<file path="config.mk">
export PLATFORM = sky130hd
export DESIGN_NAME = hfb_regs
export DESIGN_NICKNAME = d
export VERILOG_FILES = /design/src/verilog/hfb_pkg.sv /design/src/verilog/hfb_pin_if.sv /design/src/verilog/hfb_regs.sv /design/src/verilog/hfb_fan_pins.sv /design/src/verilog/hfb_beep.sv
export VERILOG_INCLUDE_DIRS = /design/src /design/src/verilog
export SDC_FILE = /design/constraint.sdc
export NUM_CORES = 1
export LEC_CHECK = 0
export BUFFER_PORTS_ARGS = -buffer_cell sky130_fd_sc_hd__buf_2
export CORE_AREA = 2 2 72 74
export DETAILED_ROUTE_END_ITERATION = 8
export DIE_AREA = 0 0 74 76
export SKIP_LAST_GASP = 1
export SLEW_MARGIN = 20
export SYNTH_ARGS = -nofsm -noshare
export SYNTH_HDL_FRONTEND = slang
export SYNTH_HIERARCHICAL = 1
export SYNTH_SLANG_ARGS = --single-unit
</file>
<file path="constraint.sdc">
create_clock -name ref_clk -period 1.6 [get_ports ref_clk]
set_input_delay 0 -clock ref_clk [delete_from_list [all_inputs] [get_ports ref_clk]]
set_output_delay 0 -clock ref_clk [all_outputs]
set_load 0.005 [all_outputs]
</file>
<file path="src/verilog/hfb_params.svh">
// constant definitions for the fan pin, bank select and beep register slice
// ==========================================
// Functional notes
// - fan control bit2 set makes cpu pin tach
// - bit2 clear makes cpu pin an output
// - cpu pin output level follows bit3, reset zero
// - fan control bit0 set makes system pin tach
// - bit0 clear makes system pin an output
// - system pin output level follows bit1, reset zero
// - select bit7 picks id high or low byte
// - select bits 2..0 pick window bank
// - sixteen bit read-only id at one index
// - bank zero indices 50h-55h are reserved
// - beep enable one holds eight channel enables
// - global beep gate blocks every beep source
`ifndef HFB_PARAMS_SVH
`define HFB_PARAMS_SVH
// ==========================================
// register indices
`define HFB_IDX_FANCTL    8'h4d
`define HFB_IDX_BANKSEL   8'h4e
`define HFB_IDX_VENDOR    8'h4f
`define HFB_IDX_RSV_LO    8'h50
`define HFB_IDX_RSV_HI    8'h55
`define HFB_IDX_BEEP1     8'h56
`define HFB_IDX_BEEP2     8'h57
// ==========================================
// reset values
`define HFB_RST_FANCTL    8'h95
`define HFB_RST_BANKSEL   8'hc8
`define HFB_RST_BEEP1     8'h00
`define HFB_RST_GATE      1'b1
// vendor id value is arbitrary
`define HFB_VENDOR_ID     16'h1234
// ==========================================
// field positions
`define HFB_FAN_CPU_LVL   3
`define HFB_FAN_CPU_TACH  2
`define HFB_FAN_SYS_LVL   1
`define HFB_FAN_SYS_TACH  0
`define HFB_SEL_UPPER     7
`define HFB_SEL_RSV6      6
`define HFB_SEL_RSV3      3
`define HFB_GATE_BIT      7
`define HFB_BANK_ZERO     3'h0
`endif

</file>
<file path="src/verilog/hfb_pkg.sv">
// types shared by the fan pin, bank select and beep register slice
package hfb_pkg;
    typedef logic [7:0] hfb_byte_t;
    typedef enum logic [1:0] {HFB_IDLE, HFB_READ} hfb_acc_e;
endpackage

</file>
<file path="src/verilog/hfb_pin_if.sv">
// interface carrying fan pin control between the register bank and pin driver
`timescale 1ns/1ps
interface hfb_pin_if;
    logic cpuTach;
    logic cpuLvl;
    logic sysTach;
    logic sysLvl;
    modport regs (output cpuTach, cpuLvl, sysTach, sysLvl);
    modport pins (input cpuTach, cpuLvl, sysTach, sysLvl);
endinterface

</file>
<file path="src/verilog/hfb_regs.sv">
// top: fan pin control, bank select, vendor id and beep enable registers
`timescale 1ns/1ps
`include "hfb_params.svh"
module hfb_regs
    import hfb_pkg::*;
(
    // clock and reset
    input  wire logic      ref_clk,
    input  wire logic      nrst,
    // register port
    input  wire hfb_byte_t regAddr,
    input  wire hfb_byte_t regWdata,
    input  wire logic      regWr,
    input  wire logic      regRd,
    output hfb_byte_t      regRdata,
    // fan pins
    input  wire logic      cpuFanPinIn,
    input  wire logic      sysFanPinIn,
    output logic           cpuFanPinOut,
    output logic           cpuFanPinOe_n,
    output logic           sysFanPinOut,
    output logic           sysFanPinOe_n,
    output logic           cpuTachSync,
    output logic           sysTachSync,
    // limit violations, bit7 cpu fan down to bit0 core voltage, same clock
    input  wire hfb_byte_t limitViolation,
    // window state and beep
    output logic [2:0]     windowBank,
    output logic           beepOut
);
    // id held as a 16-bit constant so each half is taken by part-select, not by shifting
    localparam logic [15:0] VendorId = `HFB_VENDOR_ID;
    hfb_byte_t fan_q, fan_d, sel_q, sel_d, beep1_q, beep1_d, rd_q, rd_d;
    logic      gate_q, gate_d;
    logic [2:0] bank_q;
    hfb_pin_if pinBus();

    // ==========================================
    // register writes; bank-select reserved bits are stored as written
    always_comb begin
        fan_d   = fan_q;
        sel_d   = sel_q;
        beep1_d = beep1_q;
        gate_d  = gate_q;
        if (regWr) begin
            if (regAddr == `HFB_IDX_FANCTL)  fan_d = {4'h0, regWdata[3:0]};
            if (regAddr == `HFB_IDX_BANKSEL) sel_d = regWdata;
            if (sel_q[2:0] == `HFB_BANK_ZERO) begin
                if (regAddr == `HFB_IDX_BEEP1) beep1_d = regWdata;
                if (regAddr == `HFB_IDX_BEEP2) gate_d = regWdata[`HFB_GATE_BIT];
            end
        end
    end
    // ==========================================
    // read mux: one cycle latency, unmapped and reserved read zero
    always_comb begin
        rd_d = 8'h00;
        if (regRd) begin
            if (regAddr == `HFB_IDX_FANCTL) rd_d = fan_q;
            else if (regAddr == `HFB_IDX_BANKSEL) rd_d = sel_q;
            else if (regAddr == `HFB_IDX_VENDOR)
                rd_d = sel_q[`HFB_SEL_UPPER] ? VendorId[15:8] : VendorId[7:0];
            else if (sel_q[2:0] == `HFB_BANK_ZERO) begin
                if (regAddr >= `HFB_IDX_RSV_LO && regAddr <= `HFB_IDX_RSV_HI) rd_d = 8'h00;
                else if (regAddr == `HFB_IDX_BEEP1) rd_d = beep1_q;
                else if (regAddr == `HFB_IDX_BEEP2) rd_d = {gate_q, 7'h00};
            end
        end
    end
    always_ff @(posedge ref_clk) begin
        if (!nrst) begin
            fan_q   <= `HFB_RST_FANCTL & 8'h0f;
            sel_q   <= `HFB_RST_BANKSEL;
            beep1_q <= `HFB_RST_BEEP1;
            gate_q  <= `HFB_RST_GATE;
            rd_q    <= 8'h00;
            bank_q  <= 3'h0;
        end else begin
            fan_q   <= fan_d;
            sel_q   <= sel_d;
            beep1_q <= beep1_d;
            gate_q  <= gate_d;
            rd_q    <= rd_d;
            bank_q  <= sel_d[2:0];
        end
    end
    // pin control fields
    assign pinBus.cpuTach = fan_q[`HFB_FAN_CPU_TACH];
    assign pinBus.cpuLvl  = fan_q[`HFB_FAN_CPU_LVL];
    assign pinBus.sysTach = fan_q[`HFB_FAN_SYS_TACH];
    assign pinBus.sysLvl  = fan_q[`HFB_FAN_SYS_LVL];
    assign regRdata   = rd_q;
    assign windowBank = bank_q;

    hfb_fan_pins uPins (
        .ref_clk    (ref_clk),
        .nrst       (nrst),
        .ctl        (pinBus),
        .cpuPinIn   (cpuFanPinIn),
        .sysPinIn   (sysFanPinIn),
        .cpuPinOut  (cpuFanPinOut),
        .cpuPinOe_n (cpuFanPinOe_n),
        .sysPinOut  (sysFanPinOut),
        .sysPinOe_n (sysFanPinOe_n),
        .cpuTachSync(cpuTachSync),
        .sysTachSync(sysTachSync)
    );
    hfb_beep uBeep (
        .ref_clk  (ref_clk),
        .nrst     (nrst),
        .enables  (beep1_q),
        .gate     (gate_q),
        .violation(limitViolation),
        .beep     (beepOut)
    );
endmodule // hfb_regs

</file>
<file path="src/verilog/hfb_fan_pins.sv">
// fan pin driver: tach input synchroniser and output drive
`timescale 1ns/1ps
`include "hfb_params.svh"
module hfb_fan_pins
    import hfb_pkg::*;
(
    // clock and reset
    input  wire logic ref_clk,
    input  wire logic nrst,
    // control from the register bank
    hfb_pin_if.pins   ctl,
    // pins
    input  wire logic cpuPinIn,
    input  wire logic sysPinIn,
    output logic      cpuPinOut,
    output logic      cpuPinOe_n,
    output logic      sysPinOut,
    output logic      sysPinOe_n,
    output logic      cpuTachSync,
    output logic      sysTachSync
);
    logic [1:0] s1_q, s1_d, s2_q, s2_d;
    logic [3:0] drv_q, drv_d;
    // next values: sync stages and pin drive, enable low while driving
    always_comb begin
        s1_d = {cpuPinIn, sysPinIn};
        s2_d = s1_q;
        drv_d[0] = ctl.cpuLvl;
        drv_d[1] = ctl.cpuTach;
        drv_d[2] = ctl.sysLvl;
        drv_d[3] = ctl.sysTach;
    end
    always_ff @(posedge ref_clk) begin
        if (!nrst) begin
            s1_q  <= 2'h0;
            s2_q  <= 2'h0;
            drv_q <= 4'ha;                        // both pins released as tach
        end else begin
            s1_q  <= s1_d;
            s2_q  <= s2_d;
            drv_q <= drv_d;
        end
    end
    // tach samples only mean something while the pin is an input
    assign cpuTachSync = s2_q[1];
    assign sysTachSync = s2_q[0];
    assign cpuPinOut   = drv_q[0];
    assign cpuPinOe_n  = drv_q[1];
    assign sysPinOut   = drv_q[2];
    assign sysPinOe_n  = drv_q[3];
endmodule // hfb_fan_pins

</file>
<file path="src/verilog/hfb_beep.sv">
// beep combiner: enabled violations gated by the global gate
`timescale 1ns/1ps
`include "hfb_params.svh"
module hfb_beep
    import hfb_pkg::*;
(
    // clock and reset
    input  wire logic      ref_clk,
    input  wire logic      nrst,
    // enables and violations
    input  wire hfb_byte_t enables,
    input  wire logic      gate,
    input  wire hfb_byte_t violation,
    // output
    output logic           beep
);
    logic [7:0] hit;
    logic       beep_q, beep_d;
    // one and-term per channel
    genvar g;
    generate
        for (g = 0; g < 8; g++) begin : gCh
            assign hit[g] = enables[g] & violation[g];
        end
    endgenerate
    always_comb begin
        beep_d = gate & (|hit);
    end
    always_ff @(posedge ref_clk) begin
        if (!nrst) beep_q <= 1'b0;
        else       beep_q <= beep_d;
    end
    assign beep = beep_q;
endmodule // hfb_beep

</file>
# ---- Word level (Yosys, flattened, before mapping)
# Index checks and enable logic that the tools add are counted.
# Widths: inputs -> output; s select.
dict set report word_totals {
  inputBits 30
  out_inout_bits 18
  elab_cells 45
  ff_bits 38
}
dict set report classes {
  reduce_logical 9
  order_cmp 2
  bitwise_logic 10
  muxes 8
  eq_ne 5
}
# op n
set ops {}
lappend ops {{$mux 8} 6}
lappend ops {{$eq 8x7->1 const B} 5}
lappend ops {{$and 1x1->1} 9}
lappend ops {{$ge 8x7->1 const B} 1}
lappend ops {{$le 8x7->1 const B} 1}
lappend ops {{$reduce_or 8->1} 1}
lappend ops {{$mux 6} 1}
lappend ops {{$reduce_and 2->1} 3}
lappend ops {{$reduce_and 3->1} 2}
lappend ops {{$mux 4} 1}
lappend ops {{$logic_not 3->1} 1}
lappend ops {{$reduce_or 2->1} 1}
lappend ops {{$logic_and 1x1->1} 1}
lappend ops {{$not 1->1} 1}

# ---- Depth between registers and ports, before layout
# Gate-level depths: netlist of run 1.
dict set report depth {
  ltp_word 8
  mapped_depth 7
  ltp_nobuf 4
}

# ---- Hierarchy
# Netlist of run 1, hierarchy kept.
# mod seq_area_each_um2 cells_per_inst n_inst area_per_inst_um2
set modules_own_cells {}
lappend modules_own_cells {hfb_regs 580.6 145 1 1361.3}
lappend modules_own_cells {hfb_fan_pins 160.2 16 1 210.2}
lappend modules_own_cells {hfb_beep 20.0 7 1 62.6}

# ---- Worst setup path before layout of run 1
# Ideal clock, no wire load.
dict set report synth_timing {
  kind {register to register}
  start {reg sel_q[2]}
  end {reg beep1_q[0]}
  path_buffers 1
  setup_ns 0.116
  path_stages_with_launch 6
  setup_slack_ns -0.083
  required_ns 1.484
  synth_period_minus_slack_ns 1.683
  t_arrival_ns 1.567
  path_cell_list {dfxtp_1 > or3_4 > or4_4 > buf_6 > mux2i_1 > nor2b_1}
}
dict set report synth_via {
  elab_chain_len 2
}
# item line_no
set synth_lines {}
lappend synth_lines {{start, declared} hfb_regs.sv:33} ;# hfb_byte_t fan_q, fan_d, sel_q, sel_d, beep1_q, beep1_d, rd_q, rd_d;
lappend synth_lines {{start signal, assigned} hfb_regs.sv:73} ;# sel_q <= `HFB_RST_BANKSEL;
lappend synth_lines {{start signal, assigned} hfb_regs.sv:80} ;# sel_q <= sel_d;
lappend synth_lines {{$logic_not 3->1 (no line)} n/a}
lappend synth_lines {{$reduce_and 3->1 (no line)} n/a}
lappend synth_lines {{end signal, assigned} hfb_regs.sv:74} ;# beep1_q <= `HFB_RST_BEEP1;
lappend synth_lines {{end signal, assigned} hfb_regs.sv:81} ;# beep1_q <= beep1_d;
lappend synth_lines {{end, declared} hfb_regs.sv:33}
# No other way between the ends.
# A chain may end at the register's enable or synchronous reset.

# ---- Worst setup path in the final report of run 1
dict set report layout_timing {
  start {reg sel_q[1]}
  end {reg beep1_q[5]}
}
# Same word-level chain as after synthesis.

==> results of run 1 <==
-- stage by stage --
step | setup slack (ns) | utilization (%)
2_1_floorplan | 0.0147 | -
3_3_place_gp | 0.0117 | 39.5
3_5_place_dp | -0.00741 | 39.5
4_1_cts | -0.0231 | 43.2
5_1_grt | -0.0862 | 43.2
6_report | -0.0115 | 43.2
-- layer usage --
layer  GRT usage, %  share of wire [%]  vias up
met5              0                  0        -
met4           5.82                2.2        0
met3           4.50                6.5       10
met2           22.4                 46       50
met1           20.1                 45      622
li1               -                  -      723
-- layout make-up --
cell class	instances	area [um^2]	share of cell area [%]
flip-flops and latches	38	762	35.9
clock inverters	2	10.0	0.471
clock buffers	5	68.8	3.24
multi-input cells	118	795	37.4
repair buffers	66	400	18.9
well taps	70	87.6	4.12
-- registers in the layout, summed over array words and instances (netlist names) --
signal / cells
uPins/s1_q: 2
gate_q: 1
beep1_q: 8
fan_q: 4
uBeep/beep: 1
uPins/s2_q: 2
regRdata: 8
uPins/drv_q: 4
sel_q: 8
-- synth_stat cells, types with 3 or more instances --
| library cell | n | area share, % |
|---|---|---|
| nor2b_1 | 10 | 3.8 |
| mux2i_1 | 13 | 8.0 |
| nor2_1 | 6 | 1.4 |
| nand2b_1 | 5 | 1.9 |
| a22oi_1 | 8 | 3.7 |
| clkbuf_1 | 6 | 1.4 |
| nor3_1 | 3 | 0.92 |
| dfxtp_1 | 38 | 47 |
| and2_1 | 6 | 2.3 |
| buf_4 | 3 | 1.4 |
| a21o_1 | 3 | 1.4 |
| buf_6 | 3 | 2.1 |
| o21ai_0 | 9 | 2.8 |
| nand2_1 | 17 | 3.9 |
| nand3_1 | 14 | 4.3 |
-- worst max-delay path: stages (launching register included) --
cell	delay (ns)
dfxtp_2	0.32
or3_4	0.41
or4_4	0.53
mux2i_1	0.19
nor2b_1	0.06
-- power by group through the flow --
stage | Clock (mW) | Sequential [mW] | Combinational [mW]
after floorplan | 0 | 0.974 | 0.0624
after global placement | 0 | 0.974 | 0.127
after detailed placement | 0 | 0.975 | 0.128
after CTS | 0.625 | 0.953 | 0.145
after global routing | 0.664 | 0.952 | 0.160
final | 0.609 | 0.953 | 0.145
-- what timing repair did --
item,4_1_cts,5_1_grt
cloned,0,0
pin swaps,0,1
hold endpoints to repair,16,0
setup endpoints to repair,11,12
hold buffers,9,0
buffers inserted,2,0
gates resized for setup,0,1
-- cells by family (layout without fill, tap and decap cells) --
family	count (synthesis)	in the layout	share of synthesized area, %
AO/OA/AOI/OAI	30	30	12.5
buffers and inverters	12	73	4.82
flip-flops	38	38	46.6
multiplexers	14	14	8.65
AND/OR/NAND/NOR	74	74	27.5
-- how the worst max path moves through the flow --
stage,from,to,slack (ns),cells past startpoint
floorplan,sel_q[1],beep1_q[0],0.01,5
global route,sel_q[1],beep1_q[0],-0.09,4
finish,sel_q[1],beep1_q[5],-0.01,4
global placement,sel_q[1],regRdata[6],0.01,4
detailed placement,sel_q[1],beep1_q[1],-0.007,4
CTS,sel_q[1],beep1_q[1],-0.02,4
==> results by group, run 1 <==
Power
  • P_int: 1.32 mW
  • Sequential Power Share: 55.8%
  • Switching fraction of total power: 22.8%
  • Design Power: 1.71 mW
  • Pleak: around 0.95 nW
  • Peak supply drop: 0.304 mV
  • Combinational share of power: 8.5%
  • Clock power frac: 35.7%
  • Pwr dens: 804 nW/um^2
  • Net Switching: around 400 uW

Timing
  • FMAX: 0.621 GHz
  • Max Slew Vio Count: 0
  • Final Setup Violations: 6
  • Slew of the pin with the lowest slew margin: between 0.4 and 0.5 ns
  • Tmin final: 1.61 ns
  • Final clock skew: 0.00567 ns
  • Setup TNS after final layout: -0.0491 ns
  • Period utilization: 101%
  • Unrepaired setup endpoints after global routing: yes
  • Post-route setup slack: -0.0115 ns
  • Hold Slack: 0.00257 ns
  • Slew headroom: between 70% and 80%
  • Final Hold Viols: 0

Die
  • I/O pin count: 48
  • Row count: 26
  • Die area: roughly 5600 um^2
  • Die Wd: 74 um
  • Die Ht: 76 um
  • Initial core utilization: approximately a third
  • Std-Cell Core Area: between 4000 and 5000 um^2

Yosys
  • Top FF cell, synth: dfxtp_1
  • Synthesized area per cell: around 9.7 um^2
  • FFs w/ async S/R, synth: 0%
  • Gate Count Post-Synth: 168
  • Synthesis-stage register bit count: 38
  • Net Count, Synth: 198
  • Yosys warning total: 6
  • Sequential cell area fraction in the yosys report: 46.6%
  • Post-synth cell types: 35
  • Number of synthesized flops with an enable pin: 0
  • Netlist Area Pre-Place: ~1600 um^2

Critical path
  • CP arrival: between 1.5 and 2 ns
  • CP Class: flip-flop to flip-flop
  • Crit path capture type: flip-flop
  • Critical Path Start Type: flip-flop
  • Worst Path Max Fanout: 8
  • Flop2flop setup slack: -0.01 ns
  • Critical path required time: approximately 1.8 ns
  • Worst r2r dst: beep1_q[5]
  • Reg2Reg Depth: 4
  • Worst R2R Start: sel_q[1]

Layout
  • Final nets: ~260
  • Fraction of layout cells with a size suffix above 1: between 30% and 40%
  • Leading cell type in the layout, fill and taps excluded: buf_2
  • N_diodes: 0
  • Final instance area: 2120 um^2
  • # fillers: 493
  • Area grow syn2layout: 29.9%
  • Most frequent cells in the layout: buf_2 (47), dfxtp_1 (37), nand2_1 (17)
  • Post-route insts no fill: 299

Global routing
  • GRT Total Usage: 15.0%
  • First-pass GRT wire length: 6.37 mm
  • Vias in the first global route: ~1,300
  • Initial antenna violation count: 0
  • Pin count of the biggest net entering global routing: 34
  • Total grt overflow: 0

Min path
  • Hold Crit Start: regWdata[1]
  • Hold crit path type: input port to flip-flop
  • Hold Path End: beep1_q[1]
  • Hold depth: 3

Clock network
  • Clk sinks: 38
  • Clock Tree Root: clkbuf_8
  • CTS tree: built
  • Clk slew on worst S/H paths: 0.07 ns
  • H-tree depth: 2
  • Clk buf depth: 2
  • Number of buffers created by CTS: 5
  • Clk_lat worst skew: 0.29 ns

Routing
  • Drt drc: 0
  • Avg WL per Cell: about 13 um
  • Final WL: roughly 4 mm
  • Initial DRT Pass Iterations: 4
  • Antenna-violating nets left: 0
  • Via-per-instance ratio: 4.70
  • DRT iter0 DRCs: 141
  • Vias after detailed routing: 1,405

Outcome
  • Status: complete, but fails checks
  • Failing checks: setup timing

Placed design
  • IO Port Bufs: 47
  • Placed insts: 281
  • Placed Area: ~1900 um^2
  • Gpl congestion: 0.888
  • Final HPWL from detailed placement: 2.96 mm

Job
  • # Max-Cap Violations: 0
No activity file was read; power rests on OpenSTA's default activity.
==> run 2: changes to the inputs <==
Settings changed: REMOVE_ABC_BUFFERS from default to 1.
==> run 2 against run 1 <==
The flow still finishes with violations (setup timing). Global-route usage increased by 0.24 points. Combinational power rose by 9.7%. Fmax down 1.6%. Critical path depth did not move. Critical path type unchanged. Via count rose by 3.3%. Clock skew shrank 0.00055 ns. Sequential power hardly changed. Die area unchanged. Largest cell class unchanged. Register-to-register slack got worse by 0.03 ns. Final area increased by 3.8%. Clock power up 14%. Non-clock buffer count up 5.
==> results by group, run 2 (synthesis results as in run 1) <==
Min path
  • Hold crit path type: input port to flip-flop
  • Hold Crit Start: regRd

Routing
  • Vias after detailed routing: 1,452 (+3.3%)
  • Drt drc: 0 (unchanged)
  • Via-per-instance ratio: 4.76 (+1.3%)
  • Initial DRT Pass Iterations: 4 (unchanged)
  • Final WL: 4.09 mm (+4.7%)
  • Antenna-violating nets left: 0 (unchanged)
  • DRT iter0 DRCs: 83 (-41%)
  • Avg WL per Cell: 13.4 um (+2.6%)

Global routing
  • Initial antenna violation count: 0 (unchanged)
  • First-pass GRT wire length: 6.46 mm (+1.4%)
  • Total grt overflow: 0 (unchanged)
  • GRT Total Usage: 15.2% (+0.24 points)
  • Pin count of the biggest net entering global routing: 25 (-26%)
  • Vias in the first global route: 1,367 (+4.4%)

Clock network
  • Clock Tree Root: clkbuf_8
  • CTS tree: built
  • H-tree depth: 2 (unchanged)
  • Clk sinks: 38 (unchanged)
  • Clk slew on worst S/H paths: 0.08 ns (about the same)
  • Number of buffers created by CTS: 5 (unchanged)
  • Clk_lat worst skew: 0.30 ns (about the same)
  • Clk buf depth: 2 (unchanged)

Power
  • Clock power frac: 38.4% (+2.7 points)
  • Combinational share of power: 8.8% (+0.3 points)
  • Pwr dens: 818 nW/um^2 (+1.8%)
  • P_int: 1.38 mW (+4.6%)
  • Net Switching: 426 uW (+9.4%)
  • Sequential Power Share: 52.8% (-3.0 points)
  • Peak supply drop: 0.409 mV (+35%)
  • Design Power: 1.80 mW (+5.7%)
  • Pleak: 0.976 nW (+2.9%)
  • Switching fraction of total power: 23.6% (+0.79 points)

Die
  • Std-Cell Core Area: 4910 um^2 (unchanged)
  • Row count: 26 (unchanged)
  • I/O pin count: 48 (unchanged)
  • Die Wd: 74 um (unchanged)
  • Initial core utilization: 33.3% (unchanged)
  • Die Ht: 76 um (unchanged)
  • Die area: 5620 um^2 (unchanged)

Critical path
  • Critical path required time: 1.79 ns (about the same)
  • CP Class: flip-flop to flip-flop
  • Worst Path Max Fanout: 8 (unchanged)
  • CP arrival: 1.83 ns (+0.04 ns)
  • Worst R2R Start: sel_q[1]
  • Beginning of the critical path: sel_q[1]
  • Critical Path Start Type: flip-flop
  • Crit path capture type: flip-flop

Placed design
  • Gpl congestion: 0.870 (-2.1%)
  • Placed Area: 1970 um^2 (+1.5%)
  • Placed insts: 285 (+1.4%)
  • Final HPWL from detailed placement: 2.96 mm (+0.15%)
  • Post-place setup slack: -0.122 ns (-0.115 ns)
  • IO Port Bufs: 47 (unchanged)

Layout
  • Footprint of the multi-input gates: 815 um^2 (+2.5%)
  • Post-route insts no fill: 305 (+2.0%)
  • # fillers: 494 (+0.20%)
  • Post-layout util: 44.9% (+1.7 points)
  • Final instance area: 2200 um^2 (+3.8%)
  • Sequential cell area: 762 um^2 (unchanged)
  • N_diodes: 0 (unchanged)
  • Leading cell type in the layout, fill and taps excluded: buf_2
  • Fraction of layout cells with a size suffix above 1: 31.9% (+1.3 points)
  • Final nets: 264 (+1.9%)
  • Area grow syn2layout: 34.9%
  • Most frequent cells in the layout: buf_2 (47), dfxtp_1 (37), nand2_1 (17)

Timing
  • Period utilization: 102% (+1.6 points)
  • Slew headroom: 76.1% (+3.3 points)
  • FMAX: 0.611 GHz (-1.6%)
  • Setup TNS after final layout: -0.184 ns (-0.135 ns)
  • Max Slew Vio Count: 0 (unchanged)
  • Hold Slack: 0.0278 ns (+0.0252 ns)
  • Final Hold Viols: 0 (unchanged)
  • Slew of the pin with the lowest slew margin: 0.353 ns (-0.0512 ns)
  • Final clock skew: 0.00512 ns (-0.000548 ns)
  • Final Setup Violations: 8 (+2)
  • Unrepaired setup endpoints after global routing: yes
  • Tmin final: 1.64 ns (+0.0257 ns)
  • Post-route setup slack: -0.0372 ns (-0.0257 ns)

Outcome
  • Failing checks: setup timing
  • Status: complete, but fails checks

Job
  • # Max-Cap Violations: 0 (unchanged)
## run 2: cell type report
type | count | area share (%)
clock buffer | 6 | 3.75
clock inverter | 2 | 0.568
multi-input combinational | 118 | 36.9
sequential | 38 | 34.6
tap | 70 | 3.97
timing repair buffer | 71 | 20.2
## run 2: routing by layer
layer	up-vias	track usage [%]	share of wire, %
met5	-	0	0
met4	0	8.18	2.9
met3	13	3.70	4.9
met2	45	22.1	45
met1	666	20.6	48
li1	728	-	-
## run 2: critical path, cell delays in order, from the launching register on
cell and delay (ns):
dfxtp_2 0.32, or3_4 0.40, or4_4 0.55, mux2i_1 0.20, nor2b_1 0.06
## run 2: power by group through the flow
stage          Sequential (mW)  Combinational [mW]  Clock [mW]
2_1_floorplan            0.974              0.0470           0
3_3_place_gp             0.974               0.132           0
3_5_place_dp             0.974               0.132           0
4_1_cts                  0.952               0.156       0.712
5_1_grt                  0.953               0.173       0.755
6_report                 0.952               0.159       0.693
## run 2: path summary, 6_finish.rpt
kind	end	cells after the start	slack [ns]
worst max register to register	beep1_q[7]	4	-0.04
worst max-delay path	beep1_q[7]	4	-0.04
worst min register to register	uPins/s2_q[1]	1	0.44
worst min-delay path	regRdata[2]	3	0.03
## run 2: what timing repair did
action	in CTS	in global routing
pin swaps	2	2
endpoints found under the hold margin	17	0
setup buffers	0	0
setup endpoints to repair	9	14
gates resized for setup	1	4
hold buffers	12	0
==> run 3: changes to the inputs <==
Settings changed: SETUP_SLACK_MARGIN from default to 0.1.
==> run 3 against run 2 <==
The run still ends with setup timing left. Die area is the same. Final area increased by 3.4%. Via count up 1.4%. Worst setup slack got worse by 0.0018 ns. Register-to-register slack barely moved. Fmax shrank 0.11%. Hold slack better by 0.0033 ns. Sequential power about the same. Critical path depth did not move. Clock-buffer cell count unchanged. Clock power about the same. Critical endpoint unchanged. Largest cell class unchanged. Largest power group unchanged.
==> results by group, run 3 (synthesis results as in run 1) <==
Placed design
  • Placed Area: 1970 um^2 (unchanged)
  • Gpl congestion: 0.870 (unchanged)
  • Final HPWL from detailed placement: 2.96 mm (unchanged)
  • IO Port Bufs: 47 (unchanged)

Routing
  • Drt drc: 0 (unchanged)
  • Via-per-instance ratio: 4.81 (+1.0%)
  • Initial DRT Pass Iterations: 5 (+1)
  • DRT iter0 DRCs: 114 (+37%)
  • Vias after detailed routing: 1,472 (+1.4%)
  • Antenna-violating nets left: 0 (unchanged)
  • Avg WL per Cell: 13.8 um (+2.9%)
  • Final WL: 4.22 mm (+3.2%)

Clock network
  • Clk sinks: 38 (unchanged)
  • Clock Tree Root: clkbuf_8
  • Clk slew on worst S/H paths: 0.08 ns (about the same)
  • Clk_lat worst skew: 0.30 ns (about the same)
  • H-tree depth: 2 (unchanged)
  • Clk buf depth: 2 (unchanged)
  • Post-CTS setup buffers: 0 (unchanged)
  • CTS tree: built
  • Number of buffers created by CTS: 5 (unchanged)

Timing
  • Final clock skew: 0.00509 ns (-0.0000312 ns)
  • FMAX: 0.610 GHz (-0.11%)
  • Max Slew Vio Count: 0 (unchanged)
  • Post-route setup slack: -0.0390 ns (-0.00180 ns)
  • Tmin final: 1.64 ns (+0.00180 ns)
  • Unrepaired setup endpoints after global routing: yes
  • Slew of the pin with the lowest slew margin: 0.361 ns (+0.00824 ns)
  • Slew headroom: 75.6% (-0.56 points)
  • Hold Slack: 0.0311 ns (+0.00332 ns)
  • Final Hold Viols: 0 (unchanged)
  • Period utilization: 102% (+0.11 points)
  • Final Setup Violations: 8 (unchanged)

Die
  • Initial core utilization: 33.3% (unchanged)
  • Die area: 5620 um^2 (unchanged)
  • Die Ht: 76 um (unchanged)
  • I/O pin count: 48 (unchanged)
  • Row count: 26 (unchanged)
  • Std-Cell Core Area: 4910 um^2 (unchanged)
  • Die Wd: 74 um (unchanged)

Power
  • Net Switching: 428 uW (+0.60%)
  • Peak supply drop: 0.408 mV (-0.35%)
  • Clock power frac: 38.3% (about the same)
  • Design Power: 1.81 mW (+0.32%)
  • Switching fraction of total power: 23.7% (+0.067 points)
  • P_int: 1.38 mW (+0.23%)
  • Pleak: 1.01 nW (+3.3%)
  • Pwr dens: 794 nW/um^2 (-3.0%)
  • Sequential Power Share: 52.6% (-0.2 points)
  • Combinational share of power: 9.1% (+0.3 points)

Layout
  • Sequential cell area: 762 um^2 (unchanged)
  • Most frequent cells in the layout: buf_2 (47), dfxtp_1 (37), nand2_1 (17)
  • # fillers: 484 (-2.0%)
  • Final nets: 265 (+0.38%)
  • Footprint of the multi-input gates: 868 um^2 (+6.6%)
  • Leading cell type in the layout, fill and taps excluded: buf_2
  • Fraction of layout cells with a size suffix above 1: 36.4% (+4.5 points)
  • N_diodes: 0 (unchanged)
  • Area grow syn2layout: 39.5%
  • Final instance area: 2280 um^2 (+3.4%)

Critical path
  • CP Class: flip-flop to flip-flop
  • CP max stage delay: 0.55 ns (about the same)
  • WP buf/inv: 0 (unchanged)
  • Top delay family on crit path: simple AND/OR/NAND/NOR gates
  • CP arrival: 1.83 ns (about the same)
  • CP max stage cell: or4_4
  • Critical Path Start Type: flip-flop
  • Crit path cell chain: or3_4, or4_4, mux2i_1, nor2b_1
  • Crit path capture type: flip-flop
  • Worst Path Max Fanout: 8 (unchanged)
  • Critical path required time: 1.79 ns (about the same)

Global routing
  • Total grt overflow: 0 (unchanged)
  • GRT Total Usage: 15.2% (-0.027 points)
  • Initial antenna violation count: 0 (unchanged)
  • Met1 usage: 20.5% (-0.083 points)
  • First-pass GRT wire length: 6.45 mm (-0.11%)
  • Vias in the first global route: 1,369 (+0.15%)
  • Pin count of the biggest net entering global routing: 25 (unchanged)
  • Met2 usage: 22.1% (unchanged)
  • Global Route met3 Usage: 3.70% (unchanged)
  • Busiest metal layer after global routing: met2

Min path
  • Hold crit path type: input port to flip-flop

Job
  • # Max-Cap Violations: 0 (unchanged)

Outcome
  • Status: complete, but fails checks
  • Failing checks: setup timing
[run 3: cell types whose count changed in the layout (fill, tap and decap cells not counted), sizes merged]
cell,delta
buf,+1
dlygate4sd3,-1
dlymetal6s4s,+1
[run 3: path summary, 6_finish.rpt]
| check | from | to | slack [ns] | cells past startpoint |
|---|---|---|---|---|
| worst max-delay path | sel_q[1] | beep1_q[7] | -0.04 | 4 |
| worst min-delay path | regRd | regRdata[2] | 0.03 | 3 |
| worst max register to register | sel_q[1] | beep1_q[7] | -0.04 | 4 |
| worst min register to register | uPins/s1_q[1] | uPins/s2_q[1] | 0.44 | 1 |
[run 3: metal layers]
layer | vias to the layer above | wire length (um)
met2 | 56 | 1930
met3 | 12 | 285
met1 | 675 | 1890
met4 | 0 | 110
met5 | - | 0
li1 | 729 | -
[run 3: worst register-to-register path, stage by stage, from the launching register on]
cell and delay (ns):
dfxtp_2 0.32, or3_4 0.40, or4_4 0.55, mux2i_1 0.20, nor2b_1 0.06
[run 3: through the flow]
stage          TNS [ns]  utilization, %  worst slack [ns]  std cells
2_1_floorplan    -0.519               -           -0.0649        156
3_3_place_gp     -0.612            40.1           -0.0801        285
3_5_place_dp     -0.867            40.1            -0.122        285
4_1_cts          -0.162            44.9           -0.0303        305
5_1_grt          -0.563            46.4            -0.111        306
6_report         -0.212            46.4           -0.0390        306
[run 3: layout make-up]
class / count / area share (%)
Clock buffer: 6 / 3.62
Timing Repair Buffer: 72 / 20.5
Clock inverter: 2 / 0.549
Tap cell: 70 / 3.84
Sequential cell: 38 / 33.4
Multi-Input combinational cell: 118 / 38.1
[run 3: power by group through the flow]
stage | clock [mW] | sequential (mW) | combinational [mW]
floorplan | 0 | 0.974 | 0.0470
global placement | 0 | 0.974 | 0.132
detailed placement | 0 | 0.974 | 0.132
CTS | 0.712 | 0.952 | 0.158
global route | 0.755 | 0.953 | 0.179
finish | 0.692 | 0.952 | 0.165
[run 3: repair_timing]
item                                   CTS  global route
resized for setup                        5            15
pin swaps                                7            11
hold buffers                            12             0
endpoints found under the hold margin   17             0
setup endpoints to repair               15            23
cloned                                   0             1
